### config.mk
export PLATFORM = sky130hd
export DESIGN_NAME = ssu_unit
export DESIGN_NICKNAME = d
export VERILOG_FILES = /design/src/ssu_rank.sv /design/src/ssu_unit.sv
export SDC_FILE = /design/constraint.sdc
export NUM_CORES = 1
export LEC_CHECK = 0
export BUFFER_PORTS_ARGS = -buffer_cell sky130_fd_sc_hd__buf_4
export CAP_MARGIN = 40
export CORE_MARGIN = 5
export CORE_UTILIZATION = 35
export DETAILED_ROUTE_END_ITERATION = 12
export HOLD_SLACK_MARGIN = 0.12
export PLACE_DENSITY = 0.54
export SLEW_MARGIN = 20
export SYNTH_ARGS = -nofsm -noshare
export SYNTH_HDL_FRONTEND = slang
export SYNTH_SLANG_ARGS = --single-unit
### constraint.sdc
create_clock -name i_core_clk -period 4.02 [get_ports i_core_clk]
set_clock_uncertainty 0.1 [all_clocks]
set_input_delay 0.804 -clock i_core_clk [delete_from_list [all_inputs] [get_ports i_core_clk]]
set_output_delay 0.804 -clock i_core_clk [all_outputs]
set_load 0.005 [all_outputs]
### src/ssu_rank.sv
// shift unit constants package and one shift rank
`default_nettype none

package ssu_pkg;
    // ------------------------------------------------------------
    // widths
    // ------------------------------------------------------------
    localparam int SSU_DW = 60;
    localparam int SSU_CW = 6;
    localparam int SSU_AW = 8;
    localparam int SSU_BW = 32;
    localparam int SSU_IW = 15;
    localparam int SSU_HI_W = SSU_DW - SSU_BW;
    localparam int SSU_IDX_W_DEF = 18;
    // ------------------------------------------------------------
    // register byte addresses
    // ------------------------------------------------------------
    localparam logic [7:0] SSU_A_INSTR = 8'h00;
    localparam logic [7:0] SSU_A_DEST_LO = 8'h04;
    localparam logic [7:0] SSU_A_DEST_HI = 8'h08;
    localparam logic [7:0] SSU_A_ALT_LO = 8'h0c;
    localparam logic [7:0] SSU_A_ALT_HI = 8'h10;
    localparam logic [7:0] SSU_A_INDEX = 8'h14;
    localparam logic [7:0] SSU_A_CTRL = 8'h18;
    localparam logic [7:0] SSU_A_STAT = 8'h1c;
    // ------------------------------------------------------------
    // instruction word fields: f m i j k, three bits each
    // ------------------------------------------------------------
    localparam int SSU_F_LSB = 12;
    localparam int SSU_M_LSB = 9;
    localparam int SSU_J_LSB = 3;
    localparam int SSU_K_LSB = 0;
    localparam int SSU_D_W = 3;
    localparam int SSU_F_MID = 1;
    localparam int SSU_M_DIR = 0;
    localparam int SSU_M_NOM = 1;
    // ------------------------------------------------------------
    // control and status bits
    // ------------------------------------------------------------
    localparam int SSU_CTRL_GO = 0;
    localparam int SSU_ST_BUSY = 0;
    localparam int SSU_ST_DONE = 1;
    localparam int SSU_ST_COMP = 2;
    localparam int SSU_ST_LCS = 3;
    localparam int SSU_ST_OVER = 4;
    // ------------------------------------------------------------
    // shift geometry
    // ------------------------------------------------------------
    localparam int SSU_PRE_ROT = 3;
    localparam int SSU_STEP1 = 1;
    localparam int SSU_STEP2 = 4;
    localparam int SSU_STEP3 = 16;
    localparam int SSU_NSEL = 4;
    localparam logic [SSU_NSEL-1:0] SSU_SEL_ONE = 4'h1;
    localparam logic [31:0] SSU_WORD_ZERO = 32'h0000_0000;

    typedef enum logic [0:0] {SSU_IDLE, SSU_SHIFT} ssu_state_t;
endpackage

module ssu_rank
    import ssu_pkg::*;
#(
    parameter int W = SSU_DW,
    parameter int STEP = SSU_STEP1
) (
    input wire logic [W-1:0] i_data,
    input wire logic [SSU_NSEL-1:0] i_sel,
    input wire logic i_circ,
    output logic [W-1:0] o_data
);
    // ------------------------------------------------------------
    // elaboration check
    // ------------------------------------------------------------
    if ((SSU_NSEL - 1) * STEP >= W || STEP < 1) begin : g_bad
        $error("ssu_rank: step too large for width");
    end

    // ------------------------------------------------------------
    // one term per flag, or-ed; no flag gives zeros
    // ------------------------------------------------------------
    logic [W-1:0] part [SSU_NSEL];
    genvar g;
    for (g = 0; g < SSU_NSEL; g++) begin : g_amt
        localparam int N = g * STEP;
        if (N == 0) begin : g_zero
            assign part[g] = i_sel[g] ? i_data : '0;
        end else begin : g_move
            logic [W-1:0] wrap;
            assign wrap = i_circ ? (i_data << (W - N)) : '0;
            assign part[g] = i_sel[g] ? ((i_data >> N) | wrap) : '0;
        end
    end

    always_comb begin
        o_data = '0;
        for (int n = 0; n < SSU_NSEL; n++) begin
            o_data = o_data | part[n];
        end
    end
endmodule

`default_nettype wire

### src/ssu_unit.sv
// sixty bit shift and mask unit with its register slave
`default_nettype none

module ssu_unit
    import ssu_pkg::*;
#(
    parameter int IDX_W = SSU_IDX_W_DEF
) (
    input wire logic i_core_clk,
    input wire logic i_reset_n,
    input wire logic i_clk_en,
    input wire logic [SSU_AW-1:0] i_avs_address,
    input wire logic i_avs_read,
    input wire logic i_avs_write,
    input wire logic [SSU_BW-1:0] i_avs_writedata,
    input wire logic [3:0] i_avs_byteenable,
    output logic [SSU_BW-1:0] o_avs_readdata,
    output logic o_avs_waitrequest,
    output logic [SSU_DW-1:0] o_result,
    output logic o_busy
);
    // ------------------------------------------------------------
    // elaboration check
    // ------------------------------------------------------------
    if (IDX_W <= SSU_CW || IDX_W > SSU_BW) begin : g_bad
        $error("ssu_unit: index width out of range");
    end

    // ------------------------------------------------------------
    // state
    // ------------------------------------------------------------
    ssu_state_t state, next_state;
    logic [SSU_IW-1:0] instr_word_reg, next_instr_word_reg;
    logic [SSU_DW-1:0] dest_operand_reg, next_dest_operand_reg;
    logic [SSU_DW-1:0] alt_operand_reg, next_alt_operand_reg;
    logic [IDX_W-1:0] index_count_reg, next_index_count_reg;
    logic [SSU_DW-1:0] hold, next_hold;
    logic comp_flag, next_comp_flag;
    logic lcs_flag, next_lcs_flag;
    logic over_flag, next_over_flag;
    logic [SSU_NSEL-1:0] sel1, next_sel1;
    logic [SSU_NSEL-1:0] sel2, next_sel2;
    logic [SSU_NSEL-1:0] sel3, next_sel3;
    logic done, next_done;
    logic rd_ack, next_rd_ack;
    logic [SSU_BW-1:0] rd_data, next_rd_data;

    // ------------------------------------------------------------
    // byte lane merge
    // ------------------------------------------------------------
    function automatic logic [SSU_BW-1:0] ssu_merge(input logic [SSU_BW-1:0] old,
                                                   input logic [SSU_BW-1:0] wd,
                                                   input logic [3:0] be);
        logic [SSU_BW-1:0] r;
        r = old;
        for (int b = 0; b < 4; b++) begin
            if (be[b]) begin
                r[b*8 +: 8] = wd[b*8 +: 8];
            end
        end
        return r;
    endfunction

    // ------------------------------------------------------------
    // instruction translation
    // ------------------------------------------------------------
    logic [SSU_D_W-1:0] f_des, m_des;
    logic is_mask, nominal, idx_neg, go_left, cnt_cmp, over, op_neg;
    logic [SSU_CW-1:0] cnt_raw, cnt;
    logic [IDX_W-1:0] idx_eff;
    logic [SSU_DW-1:0] operand, pre;

    assign f_des = instr_word_reg[SSU_F_LSB +: SSU_D_W];
    assign m_des = instr_word_reg[SSU_M_LSB +: SSU_D_W];
    assign is_mask = ~f_des[SSU_F_MID];
    assign nominal = m_des[SSU_M_NOM] & ~is_mask;
    assign idx_neg = index_count_reg[IDX_W-1];
    // fixed: m bit 0 clear is left; nominal: sign flips the direction
    assign go_left = ~is_mask & (nominal ? ~(m_des[SSU_M_DIR] ^ idx_neg)
                                         : ~m_des[SSU_M_DIR]);

    // ------------------------------------------------------------
    // shift count selection
    // ------------------------------------------------------------
    assign cnt_raw = nominal ? index_count_reg[SSU_CW-1:0]
                             : {instr_word_reg[SSU_J_LSB +: SSU_D_W],
                                instr_word_reg[SSU_K_LSB +: SSU_D_W]};
    // any shift with m bit 0 clear (20, 22) complements; 23 with a negative index keeps it as is
    assign cnt_cmp = ~is_mask & ~m_des[SSU_M_DIR];
    assign cnt = cnt_cmp ? ~cnt_raw : cnt_raw;
    assign idx_eff = cnt_cmp ? ~index_count_reg : index_count_reg;
    assign over = nominal & ~go_left & (|idx_eff[IDX_W-1:SSU_CW]);

    // ------------------------------------------------------------
    // operand selection
    // ------------------------------------------------------------
    assign operand = m_des[SSU_M_NOM] ? alt_operand_reg : dest_operand_reg;
    assign op_neg = operand[SSU_DW-1];

    always_comb begin
        if (is_mask) begin
            pre = '0;
        end else if (go_left) begin
            pre = {operand[SSU_DW-1-SSU_PRE_ROT:0],
                   operand[SSU_DW-1 -: SSU_PRE_ROT]};
        end else begin
            pre = operand;
        end
    end

    // ------------------------------------------------------------
    // shift ranks
    // ------------------------------------------------------------
    logic [SSU_DW-1:0] rank1_in, rank1_out, rank2_out, rank3_out;
    logic [SSU_DW-1:0] shift_bus, result;
    logic go_shift;

    // mask: zeros inverted become the forced ones
    assign rank1_in = comp_flag ? ~hold : hold;

    // each rank feeds the next, so amounts add
    ssu_rank #(.W(SSU_DW), .STEP(SSU_STEP1)) u_rank1 (
        .i_data(rank1_in),
        .i_sel(sel1),
        .i_circ(lcs_flag),
        .o_data(rank1_out)
    );
    ssu_rank #(.W(SSU_DW), .STEP(SSU_STEP2)) u_rank2 (
        .i_data(rank1_out),
        .i_sel(sel2),
        .i_circ(lcs_flag),
        .o_data(rank2_out)
    );
    ssu_rank #(.W(SSU_DW), .STEP(SSU_STEP3)) u_rank3 (
        .i_data(rank2_out),
        .i_sel(sel3),
        .i_circ(lcs_flag),
        .o_data(rank3_out)
    );

    assign go_shift = (state == SSU_SHIFT);
    assign shift_bus = go_shift ? ~rank3_out : '1;
    // positive operands were inverted once only; over-range forces zeros
    assign result = (~comp_flag | over_flag) ? ~shift_bus : shift_bus;

    // ------------------------------------------------------------
    // bus decode
    // ------------------------------------------------------------
    logic busy, wr_ok, rd_go;
    logic [SSU_BW-1:0] rd_mux, stat_word;

    assign busy = (state != SSU_IDLE);
    assign wr_ok = i_clk_en & i_avs_write & ~busy;
    assign rd_go = i_clk_en & i_avs_read & ~rd_ack;
    assign o_avs_waitrequest = ~i_clk_en | (i_avs_read & ~rd_ack) | (i_avs_write & busy);
    assign o_avs_readdata = rd_data;
    assign o_result = dest_operand_reg;
    assign o_busy = busy;

    always_comb begin
        stat_word = SSU_WORD_ZERO;
        stat_word[SSU_ST_BUSY] = busy;
        stat_word[SSU_ST_DONE] = done;
        stat_word[SSU_ST_COMP] = comp_flag;
        stat_word[SSU_ST_LCS] = lcs_flag;
        stat_word[SSU_ST_OVER] = over_flag;
    end

    always_comb begin
        rd_mux = SSU_WORD_ZERO;
        if (i_avs_address == SSU_A_INSTR) begin
            rd_mux[SSU_IW-1:0] = instr_word_reg;
        end else if (i_avs_address == SSU_A_DEST_LO) begin
            rd_mux = dest_operand_reg[SSU_BW-1:0];
        end else if (i_avs_address == SSU_A_DEST_HI) begin
            rd_mux[SSU_HI_W-1:0] = dest_operand_reg[SSU_DW-1:SSU_BW];
        end else if (i_avs_address == SSU_A_ALT_LO) begin
            rd_mux = alt_operand_reg[SSU_BW-1:0];
        end else if (i_avs_address == SSU_A_ALT_HI) begin
            rd_mux[SSU_HI_W-1:0] = alt_operand_reg[SSU_DW-1:SSU_BW];
        end else if (i_avs_address == SSU_A_INDEX) begin
            rd_mux[IDX_W-1:0] = index_count_reg;
        end else if (i_avs_address == SSU_A_STAT) begin
            rd_mux = stat_word;
        end
    end

    // ------------------------------------------------------------
    // register and sequence next values
    // ------------------------------------------------------------
    logic [SSU_BW-1:0] m_word;
    logic go_cmd;

    always_comb begin
        next_state = state;
        next_instr_word_reg = instr_word_reg;
        next_dest_operand_reg = dest_operand_reg;
        next_alt_operand_reg = alt_operand_reg;
        next_index_count_reg = index_count_reg;
        next_hold = hold;
        next_comp_flag = comp_flag;
        next_lcs_flag = lcs_flag;
        next_over_flag = over_flag;
        next_sel1 = sel1;
        next_sel2 = sel2;
        next_sel3 = sel3;
        next_done = done;
        next_rd_ack = i_avs_read & ~rd_ack;
        next_rd_data = rd_go ? rd_mux : rd_data;
        m_word = SSU_WORD_ZERO;
        go_cmd = 1'b0;
        if (wr_ok) begin
            if (i_avs_address == SSU_A_INSTR) begin
                m_word = ssu_merge({{(SSU_BW-SSU_IW){1'b0}}, instr_word_reg},
                                   i_avs_writedata, i_avs_byteenable);
                next_instr_word_reg = m_word[SSU_IW-1:0];
            end else if (i_avs_address == SSU_A_DEST_LO) begin
                next_dest_operand_reg[SSU_BW-1:0] = ssu_merge(
                    dest_operand_reg[SSU_BW-1:0], i_avs_writedata, i_avs_byteenable);
            end else if (i_avs_address == SSU_A_DEST_HI) begin
                m_word = ssu_merge({{(SSU_BW-SSU_HI_W){1'b0}},
                                    dest_operand_reg[SSU_DW-1:SSU_BW]},
                                   i_avs_writedata, i_avs_byteenable);
                next_dest_operand_reg[SSU_DW-1:SSU_BW] = m_word[SSU_HI_W-1:0];
            end else if (i_avs_address == SSU_A_ALT_LO) begin
                next_alt_operand_reg[SSU_BW-1:0] = ssu_merge(
                    alt_operand_reg[SSU_BW-1:0], i_avs_writedata, i_avs_byteenable);
            end else if (i_avs_address == SSU_A_ALT_HI) begin
                m_word = ssu_merge({{(SSU_BW-SSU_HI_W){1'b0}},
                                    alt_operand_reg[SSU_DW-1:SSU_BW]},
                                   i_avs_writedata, i_avs_byteenable);
                next_alt_operand_reg[SSU_DW-1:SSU_BW] = m_word[SSU_HI_W-1:0];
            end else if (i_avs_address == SSU_A_INDEX) begin
                m_word = ssu_merge({{(SSU_BW-IDX_W){1'b0}}, index_count_reg},
                                   i_avs_writedata, i_avs_byteenable);
                next_index_count_reg = m_word[IDX_W-1:0];
            end else if (i_avs_address == SSU_A_CTRL) begin
                go_cmd = i_avs_byteenable[0] & i_avs_writedata[SSU_CTRL_GO];
            end else if (i_avs_address == SSU_A_STAT) begin
                if (i_avs_byteenable[0] & i_avs_writedata[SSU_ST_DONE]) begin
                    next_done = 1'b0;
                end
            end
        end
        case (state)
            SSU_IDLE: begin
                if (go_cmd) begin
                    next_hold = pre;
                    next_comp_flag = is_mask | op_neg;
                    next_lcs_flag = go_left;
                    next_over_flag = over;
                    next_sel1 = SSU_SEL_ONE << cnt[1:0];
                    next_sel2 = SSU_SEL_ONE << cnt[3:2];
                    next_sel3 = over ? '0 : (SSU_SEL_ONE << cnt[5:4]);
                    next_state = SSU_SHIFT;
                end
            end
            SSU_SHIFT: begin
                next_dest_operand_reg = result;
                next_done = 1'b1;
                next_state = SSU_IDLE;
            end
            default: begin
                next_state = SSU_IDLE;
            end
        endcase
    end

    // ------------------------------------------------------------
    // registers
    // ------------------------------------------------------------
    always_ff @(posedge i_core_clk or negedge i_reset_n) begin
        if (!i_reset_n) begin
            state <= SSU_IDLE;
            instr_word_reg <= '0;
            dest_operand_reg <= '0;
            alt_operand_reg <= '0;
            index_count_reg <= '0;
            hold <= '0;
            comp_flag <= 1'b0;
            lcs_flag <= 1'b0;
            over_flag <= 1'b0;
            sel1 <= '0;
            sel2 <= '0;
            sel3 <= '0;
            done <= 1'b0;
            rd_ack <= 1'b0;
            rd_data <= '0;
        end else if (i_clk_en) begin
            state <= next_state;
            instr_word_reg <= next_instr_word_reg;
            dest_operand_reg <= next_dest_operand_reg;
            alt_operand_reg <= next_alt_operand_reg;
            index_count_reg <= next_index_count_reg;
            hold <= next_hold;
            comp_flag <= next_comp_flag;
            lcs_flag <= next_lcs_flag;
            over_flag <= next_over_flag;
            sel1 <= next_sel1;
            sel2 <= next_sel2;
            sel3 <= next_sel3;
            done <= next_done;
            rd_ack <= next_rd_ack;
            rd_data <= next_rd_data;
        end
    end
endmodule

`default_nettype wire

==> results of run 1 <==
## through the flow
stage	power [W]	hold WS, ps
floorplan	0.00295	360
global placement	0.00324	370
detailed placement	0.00324	379
CTS	0.00613	151
global route	0.00627	179
finish	0.00612	133
## logic make-up after synthesis
| group | Yosys count |
|---|---|
| and+or+nand+nor | 614 |
| DFF | 263 |
| xor gates and xnor gates | 93 |
| AOI/OAI and AO/OA | 1079 |
| muxes | 207 |
| buffers and inverters | 232 |
## routing by layer
layer | vias to the layer above | global-route usage [%] | wire [um]
met4 | 2 | 11.4 | 5030
met3 | 228 | 5.95 | 10600
met5 | - | 0 | 13
met1 | 11500 | 47.3 | 47300
met2 | 1475 | 49.3 | 47500
li1 | 9931 | - | -
## Yosys cell counts, drive strengths merged (7+ instances only)
cell / number / area [um2]
nor4: 36 / 275
inv: 11 / 41.3
a2111oi: 29 / 385
a31oi: 81 / 507
clkbuf: 159 / 604
nand3: 21 / 105
o21ai: 380 / 1900
o21a: 7 / 52.6
nand2b: 120 / 751
mux2i: 99 / 991
a41oi: 199 / 1740
nand2: 174 / 653
nand4: 22 / 138
dfrtp: 263 / 6580
nor2b: 7 / 43.8
o22a: 10 / 87.6
nor2: 187 / 702
xor2: 60 / 526
a22oi: 22 / 165
a22o: 60 / 526
buf: 61 / 354
a21o: 7 / 52.6
a221oi: 58 / 539
and2: 7 / 43.8
o22ai: 36 / 225
nor3: 24 / 120
o31ai: 19 / 143
a21oi: 133 / 666
mux2: 108 / 1220
a221o: 19 / 190
xnor2: 33 / 289
## cell type report
| type | instances | share of cell area (%) |
|---|---|---|
| sequential | 263 | 27.0 |
| inverter | 12 | 0.184 |
| antenna | 1 | 0.0102 |
| tap | 773 | 3.95 |
| timing repair buffer | 305 | 10.2 |
| multi-input combinational | 1993 | 54.5 |
| clock inverter | 10 | 0.404 |
| clock buffer | 46 | 3.81 |
## critical path: stages (launching register included)
cell and delay, ps:
dfrtp_4 720, buf_12 270, xor2_1 220, a22o_1 330, o21ai_0 600, a41oi_1 270, nor4_1 730, xnor2_1 400
a31oi_1 340
## report_power, final
part / internal [W] / switching (W) / leakage, nW
Combinational: 0.000155 / 0.000313 / 5.27
Clock: 0.00167 / 0.00126 / 0.508
Sequential: 0.00268 / 0.0000511 / 3.58
## worst paths after layout
check / startpoint / slack, ps / end
setup / recovery: comp_flag / -80 / o_result[10]
hold / removal: i_reset_n / 130 / o_avs_readdata[3]
setup reg to reg: comp_flag / -80 / o_result[10]
hold reg to reg: o_avs_readdata[3] / 390 / o_avs_readdata[3]
max in group asynchronous: i_reset_n / 2780 / hold[37]
min in group i_core_clk: i_avs_writedata[21] / 360 / o_result[53]
==> out/results.ini, run 1 <==
[drt]
drc=0
drt-pass1-iter-count=7
num_vias=23200
wl_per_cell_um=32.5
routed_via_density=6.81
ant_nets=0
wirelength_mm=111
drtIter0Drc=2974

[power]
worst_ir_drop_vdd_uv=412
powerDensity_nw_per_um2=250
leakage_nw=9.36

[sta]
hold_viol_final=0
relSlewSlack_pct=42.3
setup_viol=1
fin_setup_tns_ps=-82.8
fmax_mhz=244
slew_viol_final=0
setup_ws_ps=-82.8
fin_crit_sh_pct=102
worstMarginPinSlew_ps=857
period_minus_slack_ps=4100
rsz0062_at_grt=no

[run_status]
violations=negative setup slack
status=finished with violations

[finish]
nets=2655
design_area_um2=24500
seq_area_um2=6600
finish.utilization_pct=41.4
fin_cells=3403
drive_above_1_share_pct=19.5
mostFrequentLayoutCells=o21ai_0, buf_4, dfrtp_1, a41oi_1, nor2_1
fillers=5937
syn_to_final_growth_pct=17.1
final_common_cell=o21ai_0
multiInputGateArea_um2=13400

[cts]
cts-resized-gates=0
path_clk_slew_ps=70
clock-root-buffer=clkbuf_16
tritoncts=yes
clockBufferDepth=3
cts_hold_buf=0
cts_setup_buffers=0
htree_levels=1
worstSkewPairLatency_ps=610
clock_sinks=263
cts_buffers=31

[synthesis]
ys.flop_type=dfrtp_1
synthCells=2488
synth_cell_types=59
synth-seq-cells=263
async_reset_ff_share_pct=100
yosys.area_share.simple_pct=14.1
synth.avg_cell_area_um2=8.40
synth.area.mux_share_pct=10.6
synth_compound_area_share_pct=35.2
synth_enable_flop_cells=0
synthAdderAreaFrac_pct=0
synth-xor-area-share_pct=3.90
synth_top_family_by_area=compound AO/OA/AOI/OAI gates
ys_seq_area_share_pct=31.5
yosys_warnings=0
synthesis.area_um2=20900
syn_nets=2537

[worst_setup_path]
cp-end-kind=flop
critPathKind=reg -> reg
crit_required_ps=4430
crit_path_start_kind=flop
cp.arrival_ps=4510
path_max_fanout=29
worst_r2r_path_depth=8

[global_route]
grtUsageTotal_pct=32.7
grt_first_pass_wirelength_mm=156
antenna_found_initial=4
first_global_vias=20900
grt_max_degree=150
grt-ovfl-total=0

[floorplan]
io_pins=143
die_area_um2=64700
initial_utilization_pct=35.4
die_w_um=254
coreArea_um2=59100
rows=89
die_h_um=254

[job]
maxCapViolations=0

[place]
hpwlAfterDp_mm=86.1
placed_area_um2=23500
gp_congestion=1.00
portBuffers=142
dp.cells=3346
pre_cts_slack_ps=99.9

[min_path]
hold_class=in -> async

(Power assumes the default switching activity.)
==> run 2: changes to the inputs <==
--- a/config.mk
+++ b/config.mk
@@ -12,6 +12,7 @@
 export DETAILED_ROUTE_END_ITERATION = 12
 export HOLD_SLACK_MARGIN = 0.12
 export PLACE_DENSITY = 0.54
+export REMOVE_ABC_BUFFERS = 1
 export SLEW_MARGIN = 20
 export SYNTH_ARGS = -nofsm -noshare
 export SYNTH_HDL_FRONTEND = slang
==> run 2 against run 1 <==
Net effect:
- the run now ends clean
- sequential share of layout area about the same
- critical path depth stayed put
- non-clock buffer count grew 1
- combinational power is essentially flat
- fmax up 5.9%
- critical path type unchanged
- critical endpoint is now o_result[27]
==> out/results.ini, run 2 (synthesis results as in run 1) <==
[sta]
worstMarginPinSlew_ps=946
period_minus_slack_ps=3880
fmax_mhz=258
fin_crit_sh_pct=96.4
hold_viol_final=0
rsz0062_at_grt=no
slew_viol_final=0
setup_viol=0
relSlewSlack_pct=36.7

[power]
power_w=0.00616
worst_ir_drop_vdd_uv=354
leakage_nw=9.39
pwr-share-clk_pct=48.1
powerDensity_nw_per_um2=251
combPwrFrac_pct=7.6
p_seq_share_pct=44.3
p_sw_share_pct=25.8
p_sw_w=0.00159
p_int_w=0.00457

[worst_setup_path]
cp_slowest_stage_delay_ps=660
cp-end-kind=flop
crit_path_start_kind=flop
critPathKind=reg -> reg
crit_required_ps=4440
crit_path_cell_trace=buf_12 -> xor2_1 -> a22o_1 -> o21ai_0 -> a41oi_1 -> a2111oi_4 -> mux2i_2 -> a221o_1
slowest_stage=dfrtp_4
cp.arrival_ps=4300
path_max_fanout=43

[job]
maxCapViolations=0

[drt]
routed_via_density=6.73
wirelength_mm=108
drtIter0Drc=3181
drt-pass1-iter-count=6
ant_nets=0
drc=0
num_vias=22900
wl_per_cell_um=31.8

[cts]
htree_levels=1
worstSkewPairLatency_ps=610
cts_buffers=31
clockBufferDepth=3
tritoncts=yes
clock_sinks=263
path_clk_slew_ps=60
cts_hold_buf=0
clock-root-buffer=clkbuf_16

[finish]
drive_above_1_share_pct=19.9
fillers=6008
fin_cells=3406
mostFrequentLayoutCells=o21ai_0, buf_4, dfrtp_1, a41oi_1, nor2_1
nets=2656
final_common_cell=o21ai_0
design_area_um2=24500
syn_to_final_growth_pct=17.3

[floorplan]
die_h_um=254
rows=89
coreArea_um2=59100
die_area_um2=64700
initial_utilization_pct=35.4
io_pins=143
die_w_um=254

[global_route]
grt_max_degree=150
grt_first_pass_wirelength_mm=156
grtUsageTotal_pct=32.3
grt-ovfl-total=0
first_global_vias=21500
antenna_found_initial=2

[place]
dp.cells=3346
portBuffers=142
gp_congestion=0.979
placed_area_um2=23400
hpwlAfterDp_mm=84.1

[run_status]
status=finished, final reports clean

[min_path]
hold_class=in -> async

-- run 2: changes by cell type in the layout (fill, tap and decap cells not counted), sizes merged --
cell	change
clkbuf	-6
buf	+2
inv	+1
clkinv	+6
bufinv	+3
clkinvlp	-2
clkdlybuf4s15	-1
-- run 2: area by class of cell --
type | instances | area, um2 | share of cell area (%)
Sequential cell | 263 | 6600 | 26.9
Multi-Input combinational cell | 1993 | 13400 | 54.6
Antenna cell | 1 | 2.50 | 0.0102
Clock inverter | 18 | 211 | 0.863
Inverter | 12 | 45.0 | 0.184
Clock buffer | 40 | 840 | 3.42
Timing Repair Buffer | 306 | 2450 | 10.0
Tap cell | 773 | 967 | 3.95
-- run 2: power groups by stage --
| stage | Clock (W) | Sequential (W) | Combinational (W) |
|---|---|---|---|
| after floorplan | 0 | 0.00277 | 0.000161 |
| after global routing | 0.00310 | 0.00273 | 0.000504 |
| after global placement | 0 | 0.00277 | 0.000456 |
| after CTS | 0.00300 | 0.00273 | 0.000466 |
| after detailed placement | 0 | 0.00277 | 0.000464 |
| final | 0.00296 | 0.00273 | 0.000470 |
-- run 2: routing by layer --
| layer | share of wire, % | GRT usage [%] | wire length [um] | up-vias |
|---|---|---|---|---|
| met5 | 0.015 | 0 | 16 | - |
| met4 | 5.7 | 15.2 | 6140 | 2 |
| met3 | 9.5 | 6.45 | 10300 | 247 |
| met2 | 42 | 46.7 | 45400 | 1309 |
| met1 | 43 | 46.4 | 46600 | 11400 |
| li1 | - | - | - | 9939 |
-- run 2: final timing paths --
kind / from / endpoint / slack [ps] / cells after the start
setup / recovery: comp_flag / o_result[27] / 140 / 8
hold / removal: i_reset_n / o_avs_readdata[7] / 100 / 1
setup reg to reg: comp_flag / o_result[27] / 140 / 8
hold reg to reg: o_avs_readdata[12] / o_avs_readdata[12] / 380 / 2
max in group asynchronous: i_reset_n / hold[13] / 2550 / 3
min in group i_core_clk: i_avs_writedata[30] / alt_operand_reg[30] / 360 / 2
-- run 2: through the flow --
| step | util, % | hold slack, ps | setup TNS [ps] | setup WS, ps |
|---|---|---|---|---|
| 3_5_place_dp | 39.6 | 371 | -33.6 | -33.6 |
| 5_1_grt | 41.5 | 156 | 0 | 31.5 |
| 4_1_cts | 41.4 | 124 | 0 | 26.4 |
| 2_1_floorplan | - | 360 | -390410 | -3470 |
| 6_report | 41.5 | 97.3 | 0 | 144 |
| 3_3_place_gp | 39.5 | 366 | -1070 | -564 |
-- run 2: worst max-delay path: cells and delay by family, from the launching register on --
family | cells | cell delay (ps)
xor gates and xnor gates | 1 | 190
muxes | 1 | 570
DFF | 1 | 660
AOI/OAI and AO/OA | 5 | 2010
buffers and inverters | 1 | 260
-- run 2: repair_timing --
action | CTS | global route
endpoints found under the setup margin | 1 | 3
setup buffers | 0 | 0
resized for setup | 1 | 5
